`src/rtl/afepg_defines.vh`:
```
/*
 afepg_defines.vh: constants of the port enable and gain control block.
 assumes inclusion by bare name from the design file.
*/
`ifndef AFEPG_DEFINES_VH
`define AFEPG_DEFINES_VH
`define AFEPG_NUM_REGS 8
`define AFEPG_NUM_CHAN 6
`define AFEPG_WORD_W 16
`define AFEPG_MCLK_DIV 8'h01
`define AFEPG_SCLK_HALF 8'h04
`define AFEPG_SC_DIV 4'h8
`define AFEPG_FIFO_DEPTH 16
`define AFEPG_REG_RATE 3'h1
`define AFEPG_REG_GAIN0 3'h3
`define AFEPG_RATE_LSB 0
`define AFEPG_GAIN_LO_LSB 0
`define AFEPG_GAIN_HI_LSB 4
`define AFEPG_CMD_WR_BIT 15
`define AFEPG_CMD_ADDR_LSB 8
`define AFEPG_REG_RESET 8'h00
`define AFEPG_RATE_BASE 11'h0ff
`endif

```
`src/rtl/afepg_ctrl.v`:
```
/*
 afepg_ctrl.v: serial port enable, clock derivation, control registers and
 per-channel gain selection of a six-channel sampling front end, with its
 sample fifo. assumes all inputs synchronous to core_clk_in except
 port_enable_in, and a host that wires frame syncs as it chooses.
*/
// What this block does
// - outputs three-stated while port enable low
// - serial inputs ignored while port enable low
// - serial clock stopped while port enable low
// - control and data registers survive disable
// - serial counters and port state reset on disable
// - enable accepted without clock relation
// - eight 8-bit read/write control registers
// - internal master clock divided from master
// - gain stage sampled at internal clock/8
// - gain code maps to eight dB steps
// - gain fields in fourth to sixth registers
// - sample register updated at programmed rate
// - frame sync one period before msb
// - inputs sampled falling, data out rising
// - chip reset clears registers and logic
`timescale 1ns/1ns
`include "afepg_defines.vh"

module afepg_fifo #(
	parameter WIDTH = 16,
	parameter DEPTH = 16,
	parameter AW = 4
) (
	input wire core_clk_in,
	input wire rst_b_in,
	input wire in_valid_in,
	output wire in_ready_out,
	input wire [WIDTH-1:0] in_data_in,
	output wire out_valid_out,
	input wire out_ready_in,
	output wire [WIDTH-1:0] out_data_out
);
	reg [WIDTH-1:0] mem [0:DEPTH-1];
	reg [AW-1:0] wr_q, rd_q;
	reg [AW:0] cnt_q;
	wire push, pop;
	assign in_ready_out = (cnt_q != DEPTH[AW:0]);
	assign out_valid_out = (cnt_q != {(AW+1){1'b0}});
	assign out_data_out = mem[rd_q];
	assign push = in_valid_in & in_ready_out;
	assign pop = out_valid_out & out_ready_in;
	always @(posedge core_clk_in) begin
		if (push) begin
			mem[wr_q] <= in_data_in;
		end
	end
	always @(posedge core_clk_in or negedge rst_b_in) begin
		if (!rst_b_in) begin
			wr_q <= {AW{1'b0}};
			rd_q <= {AW{1'b0}};
			cnt_q <= {(AW+1){1'b0}};
		end else begin
			if (push) begin
				wr_q <= (wr_q == DEPTH[AW-1:0] - 1'b1) ? {AW{1'b0}} : wr_q + 1'b1;
			end
			if (pop) begin
				rd_q <= (rd_q == DEPTH[AW-1:0] - 1'b1) ? {AW{1'b0}} : rd_q + 1'b1;
			end
			if (push & ~pop) begin
				cnt_q <= cnt_q + 1'b1;
			end else if (pop & ~push) begin
				cnt_q <= cnt_q - 1'b1;
			end
		end
	end
endmodule // afepg_fifo

module afepg_ctrl #(
	parameter [7:0] MCLK_DIV = `AFEPG_MCLK_DIV,
	parameter [7:0] SCLK_HALF = `AFEPG_SCLK_HALF,
	parameter FIFO_DEPTH = `AFEPG_FIFO_DEPTH
) (
	input wire core_clk_in,
	input wire rst_b_in,
	input wire port_enable_in,
	input wire serial_data_in,
	input wire in_frame_sync_in,
	input wire [15:0] adc_word_in,
	output wire sclk_out,
	output wire serial_data_out,
	output wire serial_data_oe_out,
	output wire out_frame_sync_out,
	output wire out_frame_sync_oe_out,
	output wire internal_master_clock_tick_out,
	output wire sc_sample_tick_out,
	output wire sample_tick_out,
	output wire adc_ready_out,
	output wire [17:0] chan_gain_code_out,
	output wire [35:0] chan_gain_db_out
);
	localparam TX_IDLE = 2'h0;
	localparam TX_FS = 2'h1;
	localparam TX_SHIFT = 2'h2;
	localparam RX_IDLE = 1'b0;
	localparam RX_SHIFT = 1'b1;
	function [5:0] afepg_db;
		input [2:0] code;
		begin
			case (code)
				3'h0: afepg_db = 6'h00;
				3'h1: afepg_db = 6'h06;
				3'h2: afepg_db = 6'h0c;
				3'h3: afepg_db = 6'h12;
				3'h4: afepg_db = 6'h14;
				3'h5: afepg_db = 6'h1a;
				3'h6: afepg_db = 6'h20;
				3'h7: afepg_db = 6'h26;
				default: afepg_db = 6'h00;
			endcase
		end
	endfunction
	reg pe_meta_q, pe_sync_q, dm_tick_q, sc_tick_q, rate_tick_q, sclk_q;
	reg sample_pend_q, sdo_q, fs_q, rx_st_q, rb_pend_q;
	reg [7:0] dm_cnt_q, sclk_cnt_q;
	reg [3:0] sc_cnt_q, rx_cnt_q;
	reg [10:0] rate_cnt_q;
	reg [7:0] ctrl_q [0:`AFEPG_NUM_REGS-1];
	reg [15:0] sample_q, tx_shift_q, rx_shift_q, rb_word_q;
	reg [1:0] tx_st_q;
	reg [4:0] tx_cnt_q;
	reg [35:0] db_q;
	wire port_on, sclk_rise, sclk_fall, fifo_valid, fifo_pop, rx_done, rb_set, rb_take;
	wire [15:0] fifo_data, rx_word;
	wire [10:0] rate_top;
	integer i;
	// enable synchroniser; oe also gated by the raw pin
	always @(posedge core_clk_in or negedge rst_b_in) begin
		if (!rst_b_in) begin
			pe_meta_q <= 1'b0;
			pe_sync_q <= 1'b0;
		end else begin
			pe_meta_q <= port_enable_in;
			pe_sync_q <= pe_meta_q;
		end
	end
	assign port_on = pe_sync_q & port_enable_in;
	// internal master clock, sc and sample rate ticks
	assign rate_top = (`AFEPG_RATE_BASE << (2'h3 - ctrl_q[`AFEPG_REG_RATE][1:0])) |
		((11'h001 << (2'h3 - ctrl_q[`AFEPG_REG_RATE][1:0])) - 11'h001);
	always @(posedge core_clk_in or negedge rst_b_in) begin
		if (!rst_b_in) begin
			dm_cnt_q <= 8'h00;
			dm_tick_q <= 1'b0;
			sc_cnt_q <= 4'h0;
			sc_tick_q <= 1'b0;
			rate_cnt_q <= 11'h000;
			rate_tick_q <= 1'b0;
		end else begin
			dm_tick_q <= (dm_cnt_q == MCLK_DIV - 8'h01);
			dm_cnt_q <= (dm_cnt_q == MCLK_DIV - 8'h01) ? 8'h00 : dm_cnt_q + 8'h01;
			sc_tick_q <= 1'b0;
			rate_tick_q <= 1'b0;
			if (dm_tick_q) begin
				sc_tick_q <= (sc_cnt_q == `AFEPG_SC_DIV - 4'h1);
				sc_cnt_q <= (sc_cnt_q == `AFEPG_SC_DIV - 4'h1) ? 4'h0 : sc_cnt_q + 4'h1;
				rate_tick_q <= (rate_cnt_q >= rate_top);
				rate_cnt_q <= (rate_cnt_q >= rate_top) ? 11'h000 : rate_cnt_q + 11'h001;
			end
		end
	end
	// serial clock from internal clock, halted while disabled
	assign sclk_rise = dm_tick_q & port_on & ~sclk_q & (sclk_cnt_q == SCLK_HALF - 8'h01);
	assign sclk_fall = dm_tick_q & port_on & sclk_q & (sclk_cnt_q == SCLK_HALF - 8'h01);
	always @(posedge core_clk_in or negedge rst_b_in) begin
		if (!rst_b_in) begin
			sclk_cnt_q <= 8'h00;
			sclk_q <= 1'b0;
		end else if (!port_on) begin
			sclk_cnt_q <= 8'h00;
			sclk_q <= 1'b0;
		end else if (dm_tick_q) begin
			if (sclk_cnt_q == SCLK_HALF - 8'h01) begin
				sclk_cnt_q <= 8'h00;
				sclk_q <= ~sclk_q;
			end else begin
				sclk_cnt_q <= sclk_cnt_q + 8'h01;
			end
		end
	end
	// sample register and fifo feed
	always @(posedge core_clk_in or negedge rst_b_in) begin
		if (!rst_b_in) begin
			sample_q <= 16'h0000;
			sample_pend_q <= 1'b0;
		end else begin
			if (rate_tick_q) begin
				sample_q <= adc_word_in;
			end
			sample_pend_q <= rate_tick_q | (sample_pend_q & ~adc_ready_out);
		end
	end
	afepg_fifo #(
		.WIDTH(`AFEPG_WORD_W),
		.DEPTH(FIFO_DEPTH),
		.AW(4)
	) u_fifo (
		.core_clk_in(core_clk_in),
		.rst_b_in(rst_b_in),
		.in_valid_in(sample_pend_q),
		.in_ready_out(adc_ready_out),
		.in_data_in(sample_q),
		.out_valid_out(fifo_valid),
		.out_ready_in(fifo_pop),
		.out_data_out(fifo_data)
	);
	// transmit: frame sync, then 16 bits msb first on rising edges
	assign rb_take = sclk_rise & (tx_st_q == TX_IDLE) & rb_pend_q;
	assign fifo_pop = sclk_rise & (tx_st_q == TX_IDLE) & ~rb_pend_q & fifo_valid;
	always @(posedge core_clk_in or negedge rst_b_in) begin
		if (!rst_b_in) begin
			tx_st_q <= TX_IDLE;
			tx_cnt_q <= 5'h00;
			tx_shift_q <= 16'h0000;
			sdo_q <= 1'b0;
			fs_q <= 1'b0;
		end else if (!port_on) begin
			tx_st_q <= TX_IDLE;
			tx_cnt_q <= 5'h00;
			fs_q <= 1'b0;
		end else if (sclk_rise) begin
			case (tx_st_q)
				TX_IDLE: begin
					if (rb_pend_q | fifo_valid) begin
						tx_shift_q <= rb_pend_q ? rb_word_q : fifo_data;
						fs_q <= 1'b1;
						tx_st_q <= TX_FS;
					end
				end
				TX_FS: begin
					fs_q <= 1'b0;
					sdo_q <= tx_shift_q[15];
					tx_shift_q <= {tx_shift_q[14:0], 1'b0};
					tx_cnt_q <= 5'h0f;
					tx_st_q <= TX_SHIFT;
				end
				TX_SHIFT: begin
					if (tx_cnt_q != 5'h00) begin
						sdo_q <= tx_shift_q[15];
						tx_shift_q <= {tx_shift_q[14:0], 1'b0};
						tx_cnt_q <= tx_cnt_q - 5'h01;
					end else begin
						tx_st_q <= TX_IDLE;
					end
				end
				default: tx_st_q <= TX_IDLE;
			endcase
		end
	end
	assign sclk_out = sclk_q;
	assign serial_data_out = sdo_q;
	assign serial_data_oe_out = port_on & (tx_st_q == TX_SHIFT);
	assign out_frame_sync_out = fs_q;
	assign out_frame_sync_oe_out = port_on;
	// receive on falling edges, host frames its own words
	assign rx_word = {rx_shift_q[14:0], serial_data_in};
	assign rx_done = sclk_fall & (rx_st_q == RX_SHIFT) & (rx_cnt_q == 4'hf);
	assign rb_set = rx_done & ~rx_word[`AFEPG_CMD_WR_BIT];
	always @(posedge core_clk_in or negedge rst_b_in) begin
		if (!rst_b_in) begin
			rx_st_q <= RX_IDLE;
			rx_cnt_q <= 4'h0;
			rx_shift_q <= 16'h0000;
		end else if (!port_on) begin
			rx_st_q <= RX_IDLE;
			rx_cnt_q <= 4'h0;
		end else if (sclk_fall) begin
			case (rx_st_q)
				RX_IDLE: begin
					if (in_frame_sync_in) begin
						rx_st_q <= RX_SHIFT;
						rx_cnt_q <= 4'h0;
					end
				end
				RX_SHIFT: begin
					rx_shift_q <= rx_word;
					rx_cnt_q <= rx_cnt_q + 4'h1;
					if (rx_cnt_q == 4'hf) begin
						rx_st_q <= RX_IDLE;
					end
				end
				default: rx_st_q <= RX_IDLE;
			endcase
		end
	end

	// control registers, kept across disable; read answers queued for tx
	always @(posedge core_clk_in or negedge rst_b_in) begin
		if (!rst_b_in) begin
			for (i = 0; i < `AFEPG_NUM_REGS; i = i + 1) begin
				ctrl_q[i] <= `AFEPG_REG_RESET;
			end
			rb_word_q <= 16'h0000;
			rb_pend_q <= 1'b0;
			db_q <= 36'h000000000;
		end else begin
			if (rx_done & rx_word[`AFEPG_CMD_WR_BIT]) begin
				ctrl_q[rx_word[10:8]] <= rx_word[7:0];
			end
			if (rb_set) begin
				rb_word_q <= {5'h00, rx_word[10:8], ctrl_q[rx_word[10:8]]};
			end
			if (!port_on) begin
				rb_pend_q <= 1'b0;
			end else begin
				rb_pend_q <= rb_set | (rb_pend_q & ~rb_take);
			end
			for (i = 0; i < `AFEPG_NUM_CHAN; i = i + 1) begin
				db_q[i*6 +: 6] <= afepg_db(chan_gain_code_out[i*3 +: 3]);
			end
		end
	end

	// two channels per gain register, registers three to five
	genvar g;
	generate
		for (g = 0; g < 3; g = g + 1) begin : g_gain
			assign chan_gain_code_out[g*6 +: 3] =
				ctrl_q[`AFEPG_REG_GAIN0 + g][`AFEPG_GAIN_LO_LSB +: 3];
			assign chan_gain_code_out[g*6+3 +: 3] =
				ctrl_q[`AFEPG_REG_GAIN0 + g][`AFEPG_GAIN_HI_LSB +: 3];
		end
	endgenerate
	assign chan_gain_db_out = db_q;
	assign internal_master_clock_tick_out = dm_tick_q;
	assign sc_sample_tick_out = sc_tick_q;
	assign sample_tick_out = rate_tick_q;
endmodule // afepg_ctrl

```
`config.mk`:
```
export PLATFORM = sky130hd
export DESIGN_NAME = afepg_ctrl
export DESIGN_NICKNAME = d
export VERILOG_FILES = /design/src/rtl/afepg_ctrl.v
export VERILOG_INCLUDE_DIRS = /design/src /design/src/rtl
export SDC_FILE = /design/constraint.sdc
export NUM_CORES = 1
export LEC_CHECK = 0
export BUFFER_PORTS_ARGS = -buffer_cell sky130_fd_sc_hd__buf_2
export CAP_MARGIN = 20
export CORE_MARGIN = 2
export CORE_UTILIZATION = 50
export CTS_CLUSTER_DIAMETER = 200
export DETAILED_ROUTE_END_ITERATION = 6
export GPL_TIMING_DRIVEN = 0
export PLACE_DENSITY = 0.71
export SKIP_CTS_REPAIR_TIMING = 1
export SLEW_MARGIN = 20
export SYNTH_ARGS = -nofsm -noshare
export SYNTH_HDL_FRONTEND = slang
export SYNTH_SLANG_ARGS = --single-unit
export TNS_END_PERCENT = 50
```
`constraint.sdc`:
```
create_clock -name core_clk_in -period 4.45 [get_ports core_clk_in]
set_clock_uncertainty 0.1 [all_clocks]
set_input_delay 0.89 -clock core_clk_in [delete_from_list [all_inputs] [get_ports core_clk_in]]
set_output_delay 0.89 -clock core_clk_in [all_outputs]
set_load 0.01 [all_outputs]
```
==> reports/summary.log <==
[setup_path] worst r2r src sclk_cnt_q[0]
[clock_tree] clock tree from TritonCTS done
[timing] Final Hold Fails 0
[clock_tree] clk slew on worst S/H paths 0.06 ns
[cells_and_area] FILL cells 3001
[setup_path] required time at the worst-slack endpoint 4.84 ns
[route] average wire per cell in the routed design 20.92 µm
[yosys] commonest cells in the synthesized netlist edfxtp_1, dfrtp_1, mux2_2
[cells_and_area] count of inserted antenna diode cells 0
[setup_path] chain of cells forming the critical path ha_1 -> or3b_2 -> or4_1 -> buf_2 -> nor3_2 -> inv_1 -> ha_1 -> inv_1 -> ha_1 -> nor2b_1 -> o21a_1 -> or3_1 -> a21oi_1 -> xor2_1
[clock_tree] clk root buf clkbuf_16
[cells_and_area] nets 1517
[route] Post-Route M1 WL 18090 µm
[timing] unrepaired setup endpoints after global routing no
[timing] Setup TNS 0 ns
[pwr] Sequential Power Share 0.542
[route] Via density 5.641
[pwr] overall power 0.01037 W
[setup_path] slowest cell on the critical path or3b_2
[route] WL final 42160 µm
[cells_and_area] number of standard cells in the final layout excluding fillers 2015
[clock_tree] depth of the CTS H-tree 2
[setup_path] data arrival at the endpoint of the critical path 4.38 ns
[place] number of placed instances with taps included 1924
[setup_path] Critical Path Source Type flip-flop
[setup_path] critical path class reg -> reg
[place] Port-buffer cells 77
[route] uppermost routed layer met4
[setup_path] destination of the worst register-to-register timing path u_fifo.cnt_q[4]
[yosys] most used flip-flop cell after synthesis edfxtp_1
[clock_tree] CTS Sinks 474
[pwr] power density normalized to cell area 450.0 nW/µm²
[setup_path] Most common cell on crit path ha_1
[clock_tree] clock insertion delay at the later pin of the skew report 0.58 ns
[pwr] switching part of the total 0.2337
[setup_path] element type at the critical path end flip-flop
[floorplan] I/O pin count 84
[floorplan] die area 41560 µm²
[floorplan] core box area 39550 µm²
[setup_path] Critical Path Max Stage Delay 0.48 ns
[cells_and_area] share of layout cells above drive strength 1 0.2799
[yosys] Synth Area per Inst 15.44 µm²
[floorplan] initial core utilization 0.5050
[route] DRC viols 0
[place] detailed placer's ending HPWL 27940 µm
[pwr] reported net switching power 0.002422 W
[place] routability cong. 0.7994
[global_route] number of antenna violations at the first check in global routing 0
[timing] Final setup viols 0
[timing] Final Slew Violations 0
[setup_path] count of buffer and inverter cells on the critical path 3
[floorplan] std cell rows 73
[hold_path] worst min-delay path class in -> async
[run_status] status complete, no violations
[pwr] clock network power share 0.397
[setup_path] worst r2r path cells 14
[route] Routed Antenna Nets 0
[yosys] synth top area cells edfxtp_1, dfrtp_1, mux4_2, mux2_2, ha_1
[route] length of routed met3 wiring 2616 µm
[yosys] Seq/Total Area, Yosys 0.6580
[yosys] number of synthesized flops with an enable pin 256
[pwr] leakage power total 9.213 nW
[global_route] number of global-route vias before repair 11355
[yosys] area fraction of the dominant cell type after synthesis 0.3849
[pwr] internal power summed over all cells 0.007943 W
[yosys] dominant cell by count in the synthesized netlist edfxtp_1
[cells_and_area] layout overhead on the synthesized area 15.32%
[pwr] fraction of power consumed by combinational cells 0.061
[setup_path] crit path max fanout 8
[route] vias 11367
[timing] maximum operating frequency 250.7 MHz
[yosys] FF+latch count, synth 474
[yosys] largest area contributor in the netlist edfxtp_1
[floorplan] horizontal die dimension 203.9 µm
[yosys] count of warnings emitted by yosys 0
[global_route] total global-route track usage 0.2079
[yosys] share of flip-flops with an asynchronous set or reset 0.4599
[yosys] synthesized instance count 1294
[timing] final worst path period share 0.8963
[route] Detailed Routing Iterations Pass 1 5
[setup_path] worst setup slack for register-to-register paths 0.46 ns
[global_route] sum of overflow across all layers after global routing 0
[timing] Slew HR 0.3234
[clock_tree] number of buffers created by CTS 49
[floorplan] y dimension of the die 203.9 µm
[route] Detail Route met2 WL 20290 µm
[yosys] area of the mapped netlist 19970 µm²
[clock_tree] Clock Path Buffers 3
[run] Max-Cap Viols 0
[timing] Tmin final 3.988 ns
[global_route] wire length of the first global-routing pass 65270 µm
[setup_path] Top Family by Delay on Critical Path simple AND/OR/NAND/NOR gates
[timing] Tightest Pin Transition 1.006 ns
[yosys] number of distinct library cells after synthesis 63
[route] DRT iter0 DRCs 817
[global_route] largest net degree at the start of global routing 88
[pwr] maximum resistive drop on vdd 0.3433 mV
routing by layer:
layer  vias up  track usage
met1      5798       0.2876
met5         -            0
li1       5145            -
met2       346       0.3350
met4         0      0.06804
met3        78      0.03906
flip-flops by register name (all words and copies together), names as in the netlist, 2 cells and up:
register / flops
u_fifo.mem: 256
sample_q: 16
rx_shift_q: 15
sclk_cnt_q: 8
u_fifo.wr_q: 4
rate_cnt_q: 11
rb_word_q: 11
tx_st_q: 2
u_fifo.rd_q: 4
u_fifo.cnt_q: 5
tx_cnt_q: 5
chan_gain_code_out: 18
sc_cnt_q: 4
ctrl_q: 46
tx_shift_q: 16
chan_gain_db_out: 30
dm_cnt_q: 8
rx_cnt_q: 4
layout by cell type, fill, tap and decap left out, types with 12 or more instances in the layout:
cell         n
buf_1       14
buf_6       12
and2_1      12
nor2_1      62
dfrtp_1    218
mux2_2     113
xnor2_1     19
nand3_1     20
a21oi_1     33
mux4_2      63
inv_1       41
clkbuf_16   51
ha_1        45
nand2_1     45
xor2_1      14
clkbuf_1    49
or4_1       12
o21ai_0     32
a22oi_1     18
a31oi_1     19
edfxtp_1   256
buf_2       88
buf_4       30
mux2i_1     45
stage by stage:
stage | setup slack (ns) | cell area [µm²] | hold WS (ns) | util
final | 0.4617 | 23030 | 0.1234 | 0.5824
after global routing | 0.1623 | 23030 | 0.1682 | 0.5824
after CTS | 0.2296 | 23030 | 0.1494 | 0.5823
after detailed placement | -0.004070 | 21390 | 0.2395 | 0.5409
after global placement | -1.562 | 21040 | 0.2359 | 0.5321
after floorplan | 0.7188 | 20000 | 0.2312 | -
power groups by stage:
| stage | Clock, W | Sequential [W] | Combinational [W] |
|---|---|---|---|
| final | 0.00412 | 0.00561 | 0.000633 |
| after global routing | 0.00436 | 0.00567 | 0.000714 |
| after CTS | 0.00420 | 0.00561 | 0.000643 |
| after detailed placement | 0 | 0.00569 | 0.000638 |
| after global placement | 0 | 0.00566 | 0.000606 |
| after floorplan | 0 | 0.00551 | 0.000471 |
logic make-up (layout without fill, tap and decap cells):
| family | count (synthesis) | after routing | synth area share |
|---|---|---|---|
| AOI/OAI and AO/OA | 141 | 141 | 0.04423 |
| xor gates and xnor gates | 33 | 33 | 0.01447 |
| adders and majority gates | 46 | 46 | 0.02919 |
| buffers and inverters | 130 | 319 | 0.02988 |
| DFF | 474 | 474 | 0.6580 |
| muxes | 225 | 225 | 0.1595 |
| other | 1 | 8 | 0.0001877 |
| and+or+nand+nor | 244 | 244 | 0.06452 |
worst register-to-register path, stage by stage (launching register included):
cell,delay [ns]
dfrtp_1,0.37
ha_1,0.25
or3b_2,0.48
or4_1,0.40
buf_2,0.19
nor3_2,0.38
inv_1,0.12
ha_1,0.27
inv_1,0.13
ha_1,0.26
nor2b_1,0.13
o21a_1,0.18
or3_1,0.31
a21oi_1,0.19
xor2_1,0.15
final cells by class:
cell class | count | area [µm²] | share of cell area
Clock buffer | 72 | 1435 | 0.06230
Tap cell | 525 | 656.9 | 0.02852
Buffer | 87 | 435.4 | 0.01890
Timing Repair Buffer | 98 | 653.1 | 0.02835
Multi-Input combinational cell | 697 | 6347 | 0.2756
Clock inverter | 19 | 202.7 | 0.008800
Inverter | 43 | 161.4 | 0.007007
Sequential cell | 474 | 13140 | 0.5706
worst max path at each step:
stage | from | endpoint | cells past startpoint
floorplan | port_enable_in | u_fifo.cnt_q[4] | 13
detailed placement | port_enable_in | u_fifo.cnt_q[4] | 14
CTS | sclk_cnt_q[0] | u_fifo.cnt_q[4] | 14
global placement | rst_b_in | chan_gain_db_out[28] | 1
global route | sclk_cnt_q[0] | u_fifo.cnt_q[4] | 14
finish | sclk_cnt_q[0] | u_fifo.cnt_q[4] | 14
Power figures use the tool's default switching activity.
